<file path="config.mk">
export PLATFORM = sky130hd
export DESIGN_NAME = cbf_ctrl
export DESIGN_NICKNAME = d
export VERILOG_FILES = /design/src/hdl/cbf_pkg.sv /design/src/hdl/cbf_ctrl.sv
export SDC_FILE = /design/constraint.sdc
export NUM_CORES = 1
export LEC_CHECK = 0
export ABC_CLOCK_PERIOD_IN_PS = 3800
export BUFFER_PORTS_ARGS = -buffer_cell sky130_fd_sc_hd__buf_2
export CAP_MARGIN = 20
export CORE_UTILIZATION = 41
export DETAILED_ROUTE_END_ITERATION = 16
export PLACE_DENSITY_LB_ADDON = 0.15
export SLEW_MARGIN = 20
export SYNTH_ARGS = -nofsm -noshare
export SYNTH_HDL_FRONTEND = slang
export SYNTH_SLANG_ARGS = --single-unit
</file>
<file path="constraint.sdc">
create_clock -name CLOCK_I -period 3.8 [get_ports CLOCK_I]
set_clock_uncertainty 0.15 [all_clocks]
set_input_delay 0.19 -clock CLOCK_I [delete_from_list [all_inputs] [get_ports CLOCK_I]]
set_output_delay 0.19 -clock CLOCK_I [all_outputs]
set_load 0.02 [all_outputs]
</file>
<file path="src/hdl/cbf_pkg.sv">
package cbf_pkg;
    // Register indices on the plain register port
    localparam logic [2:0] CBF_ADDR_MASK_GATE = 3'h0;
    localparam logic [2:0] CBF_ADDR_FILTER = 3'h1;
    localparam logic [2:0] CBF_ADDR_VREF_ONE = 3'h2;
    localparam logic [2:0] CBF_ADDR_VREF_TWO = 3'h3;
    localparam logic [2:0] CBF_ADDR_MASK_SRC = 3'h4;
    localparam logic [2:0] CBF_ADDR_STATUS = 3'h5;
    // Reset values
    localparam logic [15:0] CBF_RST_MASK_GATE = 16'h0000;
    localparam logic [15:0] CBF_RST_FILTER = 16'h0000;
    localparam logic [15:0] CBF_RST_VREF = 16'h0000;
    localparam logic [15:0] CBF_RST_MASK_SRC = 16'h0000;
    // Writable bits of each register
    localparam logic [15:0] CBF_WMASK_MASK_GATE = 16'hbfff;
    localparam logic [15:0] CBF_WMASK_FILTER = 16'h007f;
    localparam logic [15:0] CBF_WMASK_VREF = 16'hcc7f;
    localparam logic [15:0] CBF_WMASK_MASK_SRC = 16'h0fff;
    // Mask gating field positions
    localparam int CBF_MG_LEVEL = 15;
    localparam int CBF_MG_OR_C = 13;
    localparam int CBF_MG_OR_CN = 12;
    localparam int CBF_MG_OR_B = 11;
    localparam int CBF_MG_OR_BN = 10;
    localparam int CBF_MG_OR_A = 9;
    localparam int CBF_MG_OR_AN = 8;
    localparam int CBF_MG_AND_INV = 7;
    localparam int CBF_MG_AND_TRUE = 6;
    localparam int CBF_MG_AND_C = 5;
    localparam int CBF_MG_AND_CN = 4;
    localparam int CBF_MG_AND_B = 3;
    localparam int CBF_MG_AND_BN = 2;
    localparam int CBF_MG_AND_A = 1;
    localparam int CBF_MG_AND_AN = 0;
    // Filter control field positions
    localparam int CBF_FL_SEL_LSB = 4;
    localparam int CBF_FL_EN = 3;
    localparam int CBF_FL_DIV_LSB = 0;
    // Reference control field positions
    localparam int CBF_VR_EN = 15;
    localparam int CBF_VR_OE = 14;
    localparam int CBF_VR_SS = 11;
    localparam int CBF_VR_SEL = 10;
    localparam int CBF_VR_LVL_LSB = 0;
    // Mask source field positions
    localparam int CBF_MS_A_LSB = 0;
    localparam int CBF_MS_B_LSB = 4;
    localparam int CBF_MS_C_LSB = 8;
    // Filter clock select codes
    localparam logic [2:0] CBF_FSEL_PERIPH = 3'h0;
    localparam logic [2:0] CBF_FSEL_OSC = 3'h1;
    localparam logic [2:0] CBF_FSEL_SYNC = 3'h2;
    localparam logic [2:0] CBF_FSEL_RSVD = 3'h3;
    localparam logic [2:0] CBF_FSEL_TMR2 = 3'h4;
    localparam logic [2:0] CBF_FSEL_TMR3 = 3'h5;
    localparam logic [2:0] CBF_FSEL_TMR4 = 3'h6;
    localparam logic [2:0] CBF_FSEL_TMR5 = 3'h7;
    // Mask source codes
    localparam logic [3:0] CBF_SRC_PWM_LAST = 4'h5;
    localparam logic [3:0] CBF_SRC_FAULT_A = 4'he;
    localparam logic [3:0] CBF_SRC_FAULT_B = 4'hf;
    // Consecutive agreeing samples before the filter output moves
    localparam logic [1:0] CBF_FILT_AGREE = 2'h3;
endpackage

</file>
<file path="src/hdl/cbf_ctrl.sv">
// Our own choices: the strobed register port and the register addresses.
`timescale 1ns/1ps
module cbf_ctrl
    import cbf_pkg::*;
(
    input wire logic CLOCK_I,
    input wire logic RST_B_I,
    input wire logic [2:0] ADDR_I,
    input wire logic [15:0] WDATA_I,
    input wire logic WR_I,
    input wire logic RD_I,
    output logic [15:0] RDATA_O,
    input wire logic CMP_I,
    input wire logic [5:0] PWM_I,
    input wire logic [1:0] FAULT_I,
    input wire logic PERIPH_CLK_I,
    input wire logic OSC_CLK_I,
    input wire logic SYNC_I,
    input wire logic [3:0] TIMER_CLK_I,
    output logic CMP_O,
    output logic BLANK_O,
    output logic VREF1_EN_O,
    output logic VREF1_PIN_OE_O,
    output logic VREF1_EXT_SRC_O,
    output logic VREF1_EXT_IN_O,
    output logic [6:0] VREF1_LEVEL_O,
    output logic VREF2_EN_O,
    output logic VREF2_PIN_OE_O,
    output logic VREF2_EXT_SRC_O,
    output logic VREF2_EXT_IN_O,
    output logic [6:0] VREF2_LEVEL_O
);

    typedef struct packed {
        logic [15:0] mask_gate;
        logic [15:0] filter;
        logic [15:0] vref_one;
        logic [15:0] vref_two;
        logic [15:0] mask_src;
        logic [15:0] rdata;
        logic [1:0] cmp_sync;
        logic [7:0] pin_sync_a;
        logic [7:0] pin_sync_b;
        logic [9:0] clk_sync_a;
        logic [9:0] clk_sync_b;
        logic src_clk_prev;
        logic [6:0] div_cnt;
        logic [1:0] agree_cnt;
        logic filt_out;
        logic cmp_out;
        logic blank;
    } cbf_state_s;

    cbf_state_s cur_ff;
    cbf_state_s nxt_ff;

    // Picks one mask source; reserved codes give a quiet low mask
    function automatic logic cbf_mask_pick(input logic [3:0] code, input logic [5:0] pwm, input logic [1:0] flt);
        logic res;
        res = 1'b0;
        if (code <= CBF_SRC_PWM_LAST)
        begin
            res = pwm[code[2:0]];
        end
        else if (code == CBF_SRC_FAULT_A)
        begin
            res = flt[0];
        end
        else if (code == CBF_SRC_FAULT_B)
        begin
            res = flt[1];
        end
        return res;
    endfunction

    logic [9:0] raw_in;
    logic mask_a;
    logic mask_b;
    logic mask_c;
    logic and_term;
    logic or_term;
    logic sel_clk;
    logic tick;
    logic blanked;
    logic [7:0] div_terminal;

    // Raw clock source pins, packed to match the select decode; they are synchronised before use
    assign raw_in = {TIMER_CLK_I, SYNC_I, OSC_CLK_I, PERIPH_CLK_I, 3'h0};

    always_comb
    begin
        nxt_ff = cur_ff;
        // PWM and fault pins pass two flops first; picking from raw pins could mix two sample times
        nxt_ff.pin_sync_a = {FAULT_I, PWM_I};
        nxt_ff.pin_sync_b = cur_ff.pin_sync_a;
        // Mask source selection, per input, from the source register
        mask_a = cbf_mask_pick(cur_ff.mask_src[CBF_MS_A_LSB +: 4],
            cur_ff.pin_sync_b[5:0], cur_ff.pin_sync_b[7:6]);
        mask_b = cbf_mask_pick(cur_ff.mask_src[CBF_MS_B_LSB +: 4],
            cur_ff.pin_sync_b[5:0], cur_ff.pin_sync_b[7:6]);
        mask_c = cbf_mask_pick(cur_ff.mask_src[CBF_MS_C_LSB +: 4],
            cur_ff.pin_sync_b[5:0], cur_ff.pin_sync_b[7:6]);
        nxt_ff.cmp_sync = {cur_ff.cmp_sync[0], CMP_I};
        nxt_ff.clk_sync_a = raw_in;
        nxt_ff.clk_sync_b = cur_ff.clk_sync_a;

        // AND gate: an enabled term that is low pulls it low; no term gives low
        and_term = (cur_ff.mask_gate[CBF_MG_AND_A] | cur_ff.mask_gate[CBF_MG_AND_AN] |
                    cur_ff.mask_gate[CBF_MG_AND_B] | cur_ff.mask_gate[CBF_MG_AND_BN] |
                    cur_ff.mask_gate[CBF_MG_AND_C] | cur_ff.mask_gate[CBF_MG_AND_CN])
            & (~cur_ff.mask_gate[CBF_MG_AND_A] | mask_a)
            & (~cur_ff.mask_gate[CBF_MG_AND_AN] | ~mask_a)
            & (~cur_ff.mask_gate[CBF_MG_AND_B] | mask_b)
            & (~cur_ff.mask_gate[CBF_MG_AND_BN] | ~mask_b)
            & (~cur_ff.mask_gate[CBF_MG_AND_C] | mask_c)
            & (~cur_ff.mask_gate[CBF_MG_AND_CN] | ~mask_c);

        // OR gate collects direct mask terms and the AND output
        or_term = (cur_ff.mask_gate[CBF_MG_OR_C] & mask_c)
            | (cur_ff.mask_gate[CBF_MG_OR_CN] & ~mask_c)
            | (cur_ff.mask_gate[CBF_MG_OR_B] & mask_b)
            | (cur_ff.mask_gate[CBF_MG_OR_BN] & ~mask_b)
            | (cur_ff.mask_gate[CBF_MG_OR_A] & mask_a)
            | (cur_ff.mask_gate[CBF_MG_OR_AN] & ~mask_a)
            | (cur_ff.mask_gate[CBF_MG_AND_TRUE] & and_term)
            | (cur_ff.mask_gate[CBF_MG_AND_INV] & ~and_term);

        // Blanking forces the non-asserted level: level select 1 means asserted is 0
        if (or_term)
        begin
            blanked = cur_ff.mask_gate[CBF_MG_LEVEL];
        end
        else
        begin
            blanked = cur_ff.cmp_sync[1];
        end
        nxt_ff.blank = or_term;

        // Filter clock pick; reserved code yields no ticks at all
        unique case (cur_ff.filter[CBF_FL_SEL_LSB +: 3])
            CBF_FSEL_PERIPH: sel_clk = cur_ff.clk_sync_b[3];
            CBF_FSEL_OSC: sel_clk = cur_ff.clk_sync_b[4];
            CBF_FSEL_SYNC: sel_clk = cur_ff.clk_sync_b[5];
            CBF_FSEL_RSVD: sel_clk = 1'b0;
            CBF_FSEL_TMR2: sel_clk = cur_ff.clk_sync_b[6];
            CBF_FSEL_TMR3: sel_clk = cur_ff.clk_sync_b[7];
            CBF_FSEL_TMR4: sel_clk = cur_ff.clk_sync_b[8];
            CBF_FSEL_TMR5: sel_clk = cur_ff.clk_sync_b[9];
        endcase
        nxt_ff.src_clk_prev = sel_clk;

        // Power-of-two divider on rising edges of the picked clock
        div_terminal = 8'h01 << cur_ff.filter[CBF_FL_DIV_LSB +: 3];
        tick = 1'b0;
        if (sel_clk & ~cur_ff.src_clk_prev)
        begin
            if ({1'b0, cur_ff.div_cnt} + 8'h01 >= div_terminal)
            begin
                nxt_ff.div_cnt = 7'h00;
                tick = 1'b1;
            end
            else
            begin
                nxt_ff.div_cnt = cur_ff.div_cnt + 7'h01;
            end
        end

        // Majority-free agreement filter; a disagreeing sample restarts the count
        if (tick)
        begin
            if (blanked == cur_ff.filt_out)
            begin
                nxt_ff.agree_cnt = 2'h0;
            end
            else if (cur_ff.agree_cnt + 2'h1 >= CBF_FILT_AGREE)
            begin
                nxt_ff.agree_cnt = 2'h0;
                nxt_ff.filt_out = blanked;
            end
            else
            begin
                nxt_ff.agree_cnt = cur_ff.agree_cnt + 2'h1;
            end
        end
        if (!cur_ff.filter[CBF_FL_EN])
        begin
            // Bypass keeps the filter tracking so enabling causes no glitch
            nxt_ff.filt_out = blanked;
            nxt_ff.agree_cnt = 2'h0;
            nxt_ff.cmp_out = blanked;
        end
        else
        begin
            nxt_ff.cmp_out = cur_ff.filt_out;
        end

        // Register writes; unimplemented bits are masked off
        if (WR_I)
        begin
            unique case (ADDR_I)
                CBF_ADDR_MASK_GATE: nxt_ff.mask_gate = WDATA_I & CBF_WMASK_MASK_GATE;
                CBF_ADDR_FILTER:
                begin
                    nxt_ff.filter = WDATA_I & CBF_WMASK_FILTER;
                    // A new source or ratio restarts divider and count, so the first period is whole;
                    // the edge memory is set high so switching sources never fakes a rising edge
                    nxt_ff.src_clk_prev = 1'b1;
                    nxt_ff.div_cnt = 7'h00;
                    nxt_ff.agree_cnt = 2'h0;
                end
                CBF_ADDR_VREF_ONE: nxt_ff.vref_one = WDATA_I & CBF_WMASK_VREF;
                CBF_ADDR_VREF_TWO: nxt_ff.vref_two = WDATA_I & CBF_WMASK_VREF;
                CBF_ADDR_MASK_SRC: nxt_ff.mask_src = WDATA_I & CBF_WMASK_MASK_SRC;
                default: nxt_ff.mask_src = cur_ff.mask_src;
            endcase
        end

        // Read data stand only in the cycle after the strobe
        nxt_ff.rdata = 16'h0000;
        if (RD_I)
        begin
            unique case (ADDR_I)
                CBF_ADDR_MASK_GATE: nxt_ff.rdata = cur_ff.mask_gate;
                CBF_ADDR_FILTER: nxt_ff.rdata = cur_ff.filter;
                CBF_ADDR_VREF_ONE: nxt_ff.rdata = cur_ff.vref_one;
                CBF_ADDR_VREF_TWO: nxt_ff.rdata = cur_ff.vref_two;
                CBF_ADDR_MASK_SRC: nxt_ff.rdata = cur_ff.mask_src;
                CBF_ADDR_STATUS: nxt_ff.rdata = {13'h0000, cur_ff.blank, cur_ff.filt_out, cur_ff.cmp_out};
                default: nxt_ff.rdata = 16'h0000;
            endcase
        end
    end

    // Single state register, synchronous active-low reset
    always_ff @(posedge CLOCK_I)
    begin
        if (!RST_B_I)
        begin
            cur_ff <= '0;
            cur_ff.mask_gate <= CBF_RST_MASK_GATE;
            cur_ff.filter <= CBF_RST_FILTER;
            cur_ff.vref_one <= CBF_RST_VREF;
            cur_ff.vref_two <= CBF_RST_VREF;
            cur_ff.mask_src <= CBF_RST_MASK_SRC;
        end
        else
        begin
            cur_ff <= nxt_ff;
        end
    end

    // Outputs straight from state
    assign RDATA_O = cur_ff.rdata;
    assign CMP_O = cur_ff.cmp_out;
    assign BLANK_O = cur_ff.blank;
    assign VREF1_EN_O = cur_ff.vref_one[CBF_VR_EN];
    assign VREF1_PIN_OE_O = cur_ff.vref_one[CBF_VR_OE];
    assign VREF1_EXT_SRC_O = cur_ff.vref_one[CBF_VR_SS];
    assign VREF1_EXT_IN_O = cur_ff.vref_one[CBF_VR_SEL];
    assign VREF1_LEVEL_O = cur_ff.vref_one[CBF_VR_LVL_LSB +: 7];
    assign VREF2_EN_O = cur_ff.vref_two[CBF_VR_EN];
    assign VREF2_PIN_OE_O = cur_ff.vref_two[CBF_VR_OE];
    assign VREF2_EXT_SRC_O = cur_ff.vref_two[CBF_VR_SS];
    assign VREF2_EXT_IN_O = cur_ff.vref_two[CBF_VR_SEL];
    assign VREF2_LEVEL_O = cur_ff.vref_two[CBF_VR_LVL_LSB +: 7];

endmodule

</file>
---- Word-level counts from Yosys, hierarchy flattened ----
Cells that the tools add are included.
storage, ports and cells
  output and inout port bits .............. 40
  register bits ........................... 123
  input port bits ......................... 39
cells by class
  add/sub/neg operators ................... 3
  reduce and logical (&&, ||, !) cells .... 9
  muxes and demuxes ....................... 31
  shifts and indexed selects .............. 1
  magnitude comparators ................... 8
  equality and inequality tests ........... 22
  bitwise operators ....................... 44
operators by type and width
  cell                 count
  $pmux 16 s6          1
  $eq 4x4->1 const B   6
  $mux 10              2
  $eq 3x3->1 const B   6
  $mux 1               18
  $or 1x1->1           18
  $and 1x1->1          15
  $mux 7               2
  $eq 3x2->1 const B   4
  $le 4x3->1 const B   3
  $lt 3x4->1 const B   3
  $reduce_and 2->1     6
  $not 1->1            11
  $bmux 1 s3           3
  $add 7x1->8 const B  1
  $ge 8x8->1           1
  $pmux 1 s8           1
  $shl 1x3->8 const A  1
  $add 7x1->7 const B  1
  $eq 3x1->1 const B   2
  $logic_not 3->1      2
  $mux 3               2
  $mux 2               2
  $ne 2x1->1 const B   2
  5 further kinds      5

---- Logic depth before layout (Yosys ltp) ----
  depth after elaboration ................. 21
  mapped depth ............................ 11
  depth with buffers taken out ............ 10

---- Worst setup path after synthesis ----
Ideal clock, no wire load.
  kind .................................... flip-flop to flip-flop
  from .................................... reg cur_ff[115] (netlist name)
  to ...................................... reg cur_ff[2] (netlist name)
  setup time .............................. 0.086 ns
  data arrival time ....................... 2.671 ns
  cell stages (with the launch flop) ...... 11
  buffers on the path ..................... 1
  setup slack ............................. 0.893 ns
  clock period less this slack ............ 2.907 ns
  cells stage by stage .................... dfxtp_1 -> clkbuf_1 -> or3b_2 -> ha_1 -> a21o_1 -> a21o_1 -> a211oi_1 -> o21ai_0 -> nand3_1 -> or2_2 -> a221oi_2
on the way
  longest elaborated chain between the ends .. 6
RTL lines
  what                               line             RTL
  from (decl)                        cbf_ctrl.sv:54   cbf_state_s cur_ff;
  from (signal assigned)             cbf_ctrl.sv:248  cur_ff <= nxt_ff;
  $shl 1x3->8                        cbf_ctrl.sv:153  div_terminal = 8'h01 << cur_ff.filter[CBF_FL_DIV_LSB +: 3];
  $ge 8x8->1                         cbf_ctrl.sv:157  if ({1'b0, cur_ff.div_cnt} + 8'h01 >= div_terminal)
  $mux 1                             cbf_ctrl.sv:157
  $mux 1                             cbf_ctrl.sv:155  if (sel_clk & ~cur_ff.src_clk_prev)
  $ne 2x1->1 (no source line)        n/a
  $reduce_and 3->1 (no source line)  n/a
Every way passes these cells.
A chain may end at the register's enable or synchronous reset.

---- Worst setup path after layout ----
Same ends and word-level chain as after synthesis.

==> impl_metrics.json <==
{
  "status": "finished clean",
  "cellPowerDensity_mw_per_mm2": 448.6,
  "coreArea_mm2": 0.01319,
  "port_buffers": 78,
  "slowest_delay_ns": 0.49,
  "fin_crit_sh_pct": 83.52,
  "yosys_warnings": 0,
  "fin_nets": 760,
  "design.die.area_mm2": 0.01394,
  "synth_cells": 651,
  "multi_input_area_mm2": 0.002763,
  "fin_crit_ns": 3.174,
  "wl_per_cell_um": 15.07,
  "yosys-top-cells-area": "dfxtp_1 (42%), nand2_1 (8.4%), mux2i_1 (7.3%)",
  "power.leakage_nw": 2.646,
  "syn_nets": 699,
  "crit_type": "reg2reg",
  "ys_ff_latch": 117,
  "overflow": 0,
  "rr_worst_depth": 9,
  "cp_top_family": "simple AND/OR/NAND/NOR gates",
  "hold_end": "RDATA_O[8]",
  "wl_um": 13580,
  "syn_area_mm2": 0.005522,
  "post-route-util_pct": 50.34,
  "cp_cell_sequence": "or3b_2 -> ha_1 -> a21o_1 -> a21o_1 -> a211oi_1 -> o21ai_0 -> nand3_1 -> or2_2 -> a221oi_2",
  "grt_pass1_wl_um": 22340,
  "layout_common_cells": "nand2_1 (124), dfxtp_1 (117), buf_2 (78), a21oi_1 (65), nor2_1 (47)",
  "cp_max_fo": 10,
  "gr-usage-all-layers_pct": 20.65,
  "max_freq_mhz": 315.1,
  "register_area_mm2": 0.002342,
  "grt_setup_unrepaired": "no",
  "ys_types": 59,
  "vias_per_cell": 5.112,
  "tritoncts": "yes",
  "synth_top_area_cell": "dfxtp_1",
  "cp.arrival_ns": 3.36,
  "area_growth_syn_to_layout_pct": 20.26,
  "required_ns": 3.98,
  "holdCritStartpoint": "RD_I",
  "clockBufferDepth": 2,
  "drc": 0,
  "antenna_found_initial": 0,
  "fillers": 1273,
  "place.gp.congestion": 0.8142,
  "cts_resized": 0,
  "avgSynthCellArea_um2": 8.482,
  "maxSlewViolCount": 0,
  "io_pins": 79,
  "hold_class": "in2reg",
  "vdd_drop_max_uv": 294.1,
  "critPathSlowestCell": "dfxtp_1",
  "slew_headroom_pct": 55.57,
  "seq_area_frac_synth_pct": 42.42,
  "dp_cells": 837,
  "drive_gt1_share_pct": 17.93,
  "wl_met1_um": 6521,
  "grt_pass1_vias": 4370,
  "endpoint_kind": "register",
  "dr.pass1.iters": 5,
  "antenna_left": 0,
  "grt_max_degree": 61,
  "fp.dieW_um": 118.1,
  "r2r_start": "cur_ff[115]",
  "antenna_cells": 0,
  "synth_edf_count": 0,
  "die_h_um": 118.1,
  "place.detailed.hpwl_um": 9427,
  "rows": 42,
  "clkTransAtPathRegs_ns": 0.06,
  "final_common_cell": "nand2_1",
  "dr.max_layer_used": "met4",
  "cts_sinks": 117,
  "synthArstFlopShare_pct": 0,
  "synth_top_flop_cell": "dfxtp_1",
  "cpMostUsedCell": "a21o_1",
  "vias": 4606,
  "setup_violations": 0,
  "instances_no_fill": 901,
  "dr_wl_met3_um": 660,
  "reg2reg_slack_ns": 0.63,
  "rr_endpoint": "cur_ff[2]",
  "start_util_pct": 41.86,
  "hold_violations": 0,
  "holdWs_ns": 0.04602,
  "startpoint_type": "register",
  "drt_iter0_drc": 387,
  "whs_path_depth": 3,
  "setup_tns_ns": 0,
  "clock_latency_ns": 0.42,
  "wl_met2_um": 6067,
  "htreeDepth": 4,
  "synth_top_area_share_pct": 42.42,
  "cts_inserted_buffers": 17,
  "drv_cap": 0,
  "clockRootBuffer": "clkbuf_16",
  "worst_pin_slew_ns": 0.6665,
  "crit_buf_inv": 0
}
[what timing repair did]
action / 4_1_cts / 5_1_grt
hold buffers: 32 / 0
buffers inserted: 0 / 0
endpoints found under the hold margin: 70 / 0
[final cells by class]
type	count	share of cell area, %
timing repair buffer	112	10.93
clock buffer	17	6.407
tap	176	3.316
clock inverter	15	2.016
sequential	117	35.27
multi-input combinational	456	41.61
inverter	8	0.4522
[registers in the layout (all words and copies together), names as in the netlist]
| signal | flops |
|---|---|
| VREF2_EN_O | 1 |
| VREF1_LEVEL_O | 7 |
| RDATA_O | 16 |
| VREF2_LEVEL_O | 7 |
| VREF2_EXT_SRC_O | 1 |
| VREF2_EXT_IN_O | 1 |
| CMP_O | 1 |
| VREF2_PIN_OE_O | 1 |
| BLANK_O | 1 |
| VREF1_EN_O | 1 |
| VREF1_EXT_IN_O | 1 |
| VREF1_EXT_SRC_O | 1 |
| VREF1_PIN_OE_O | 1 |
| cur_ff | 77 |
[through the flow]
step / total power (W) / worst slack, ns / cell area, um^2
after floorplan: 0.001430 / 0.8926 / 5522
after global placement: 0.001490 / 0.8091 / 5761
after detailed placement: 0.001494 / 0.6618 / 5761
after CTS: 0.003016 / 0.6514 / 6640
after global routing: 0.003097 / 0.3443 / 6640
final: 0.002979 / 0.6261 / 6640
[layer usage]
layer	up-vias	GRT usage (%)
met2	131	32.43
met5	-	0
met1	2123	26.87
met3	24	4.748
li1	2328	-
met4	0	9.375
[logic make-up after synthesis]
logic type	synth area share, %
simple gates	24.81
flops	42.42
compound gates	13.44
buf+inv	7.546
mux	8.951
fa+ha+maj	2.039
xor+xnor	0.7933
[worst max path at each step]
| stage | start | end | slack, ns | cells past startpoint |
|---|---|---|---|---|
| floorplan | cur_ff[115] | cur_ff[2] | 0.89 | 10 |
| global placement | cur_ff[115] | cur_ff[2] | 0.81 | 9 |
| detailed placement | cur_ff[115] | cur_ff[2] | 0.66 | 9 |
| CTS | cur_ff[115] | cur_ff[2] | 0.65 | 9 |
| global route | cur_ff[115] | cur_ff[2] | 0.34 | 9 |
| finish | cur_ff[115] | cur_ff[2] | 0.63 | 9 |
[synth_stat cells (all sizes together), types with 10 or more instances]
cell type and instances:
nand2 124, dfxtp 117, a21oi 65, nor2 47
mux2i 40, and2 38, buf 36, clkbuf 34
nand3 13, a31oi 10
[where the power goes]
| part | internal (W) | leakage [nW] | switching [W] |
|---|---|---|---|
| logic | 0.0000906 | 1.44 | 0.000116 |
| registers | 0.00126 | 0.952 | 0.0000255 |
| clock network | 0.000898 | 0.258 | 0.000590 |
[tightest hold or removal path, delay by kind of cell]
family	cells	cell delay, ns
buffers and inverters	1	0.12
AND/OR/NAND/NOR	2	0.25
(Power assumes the default switching activity.)
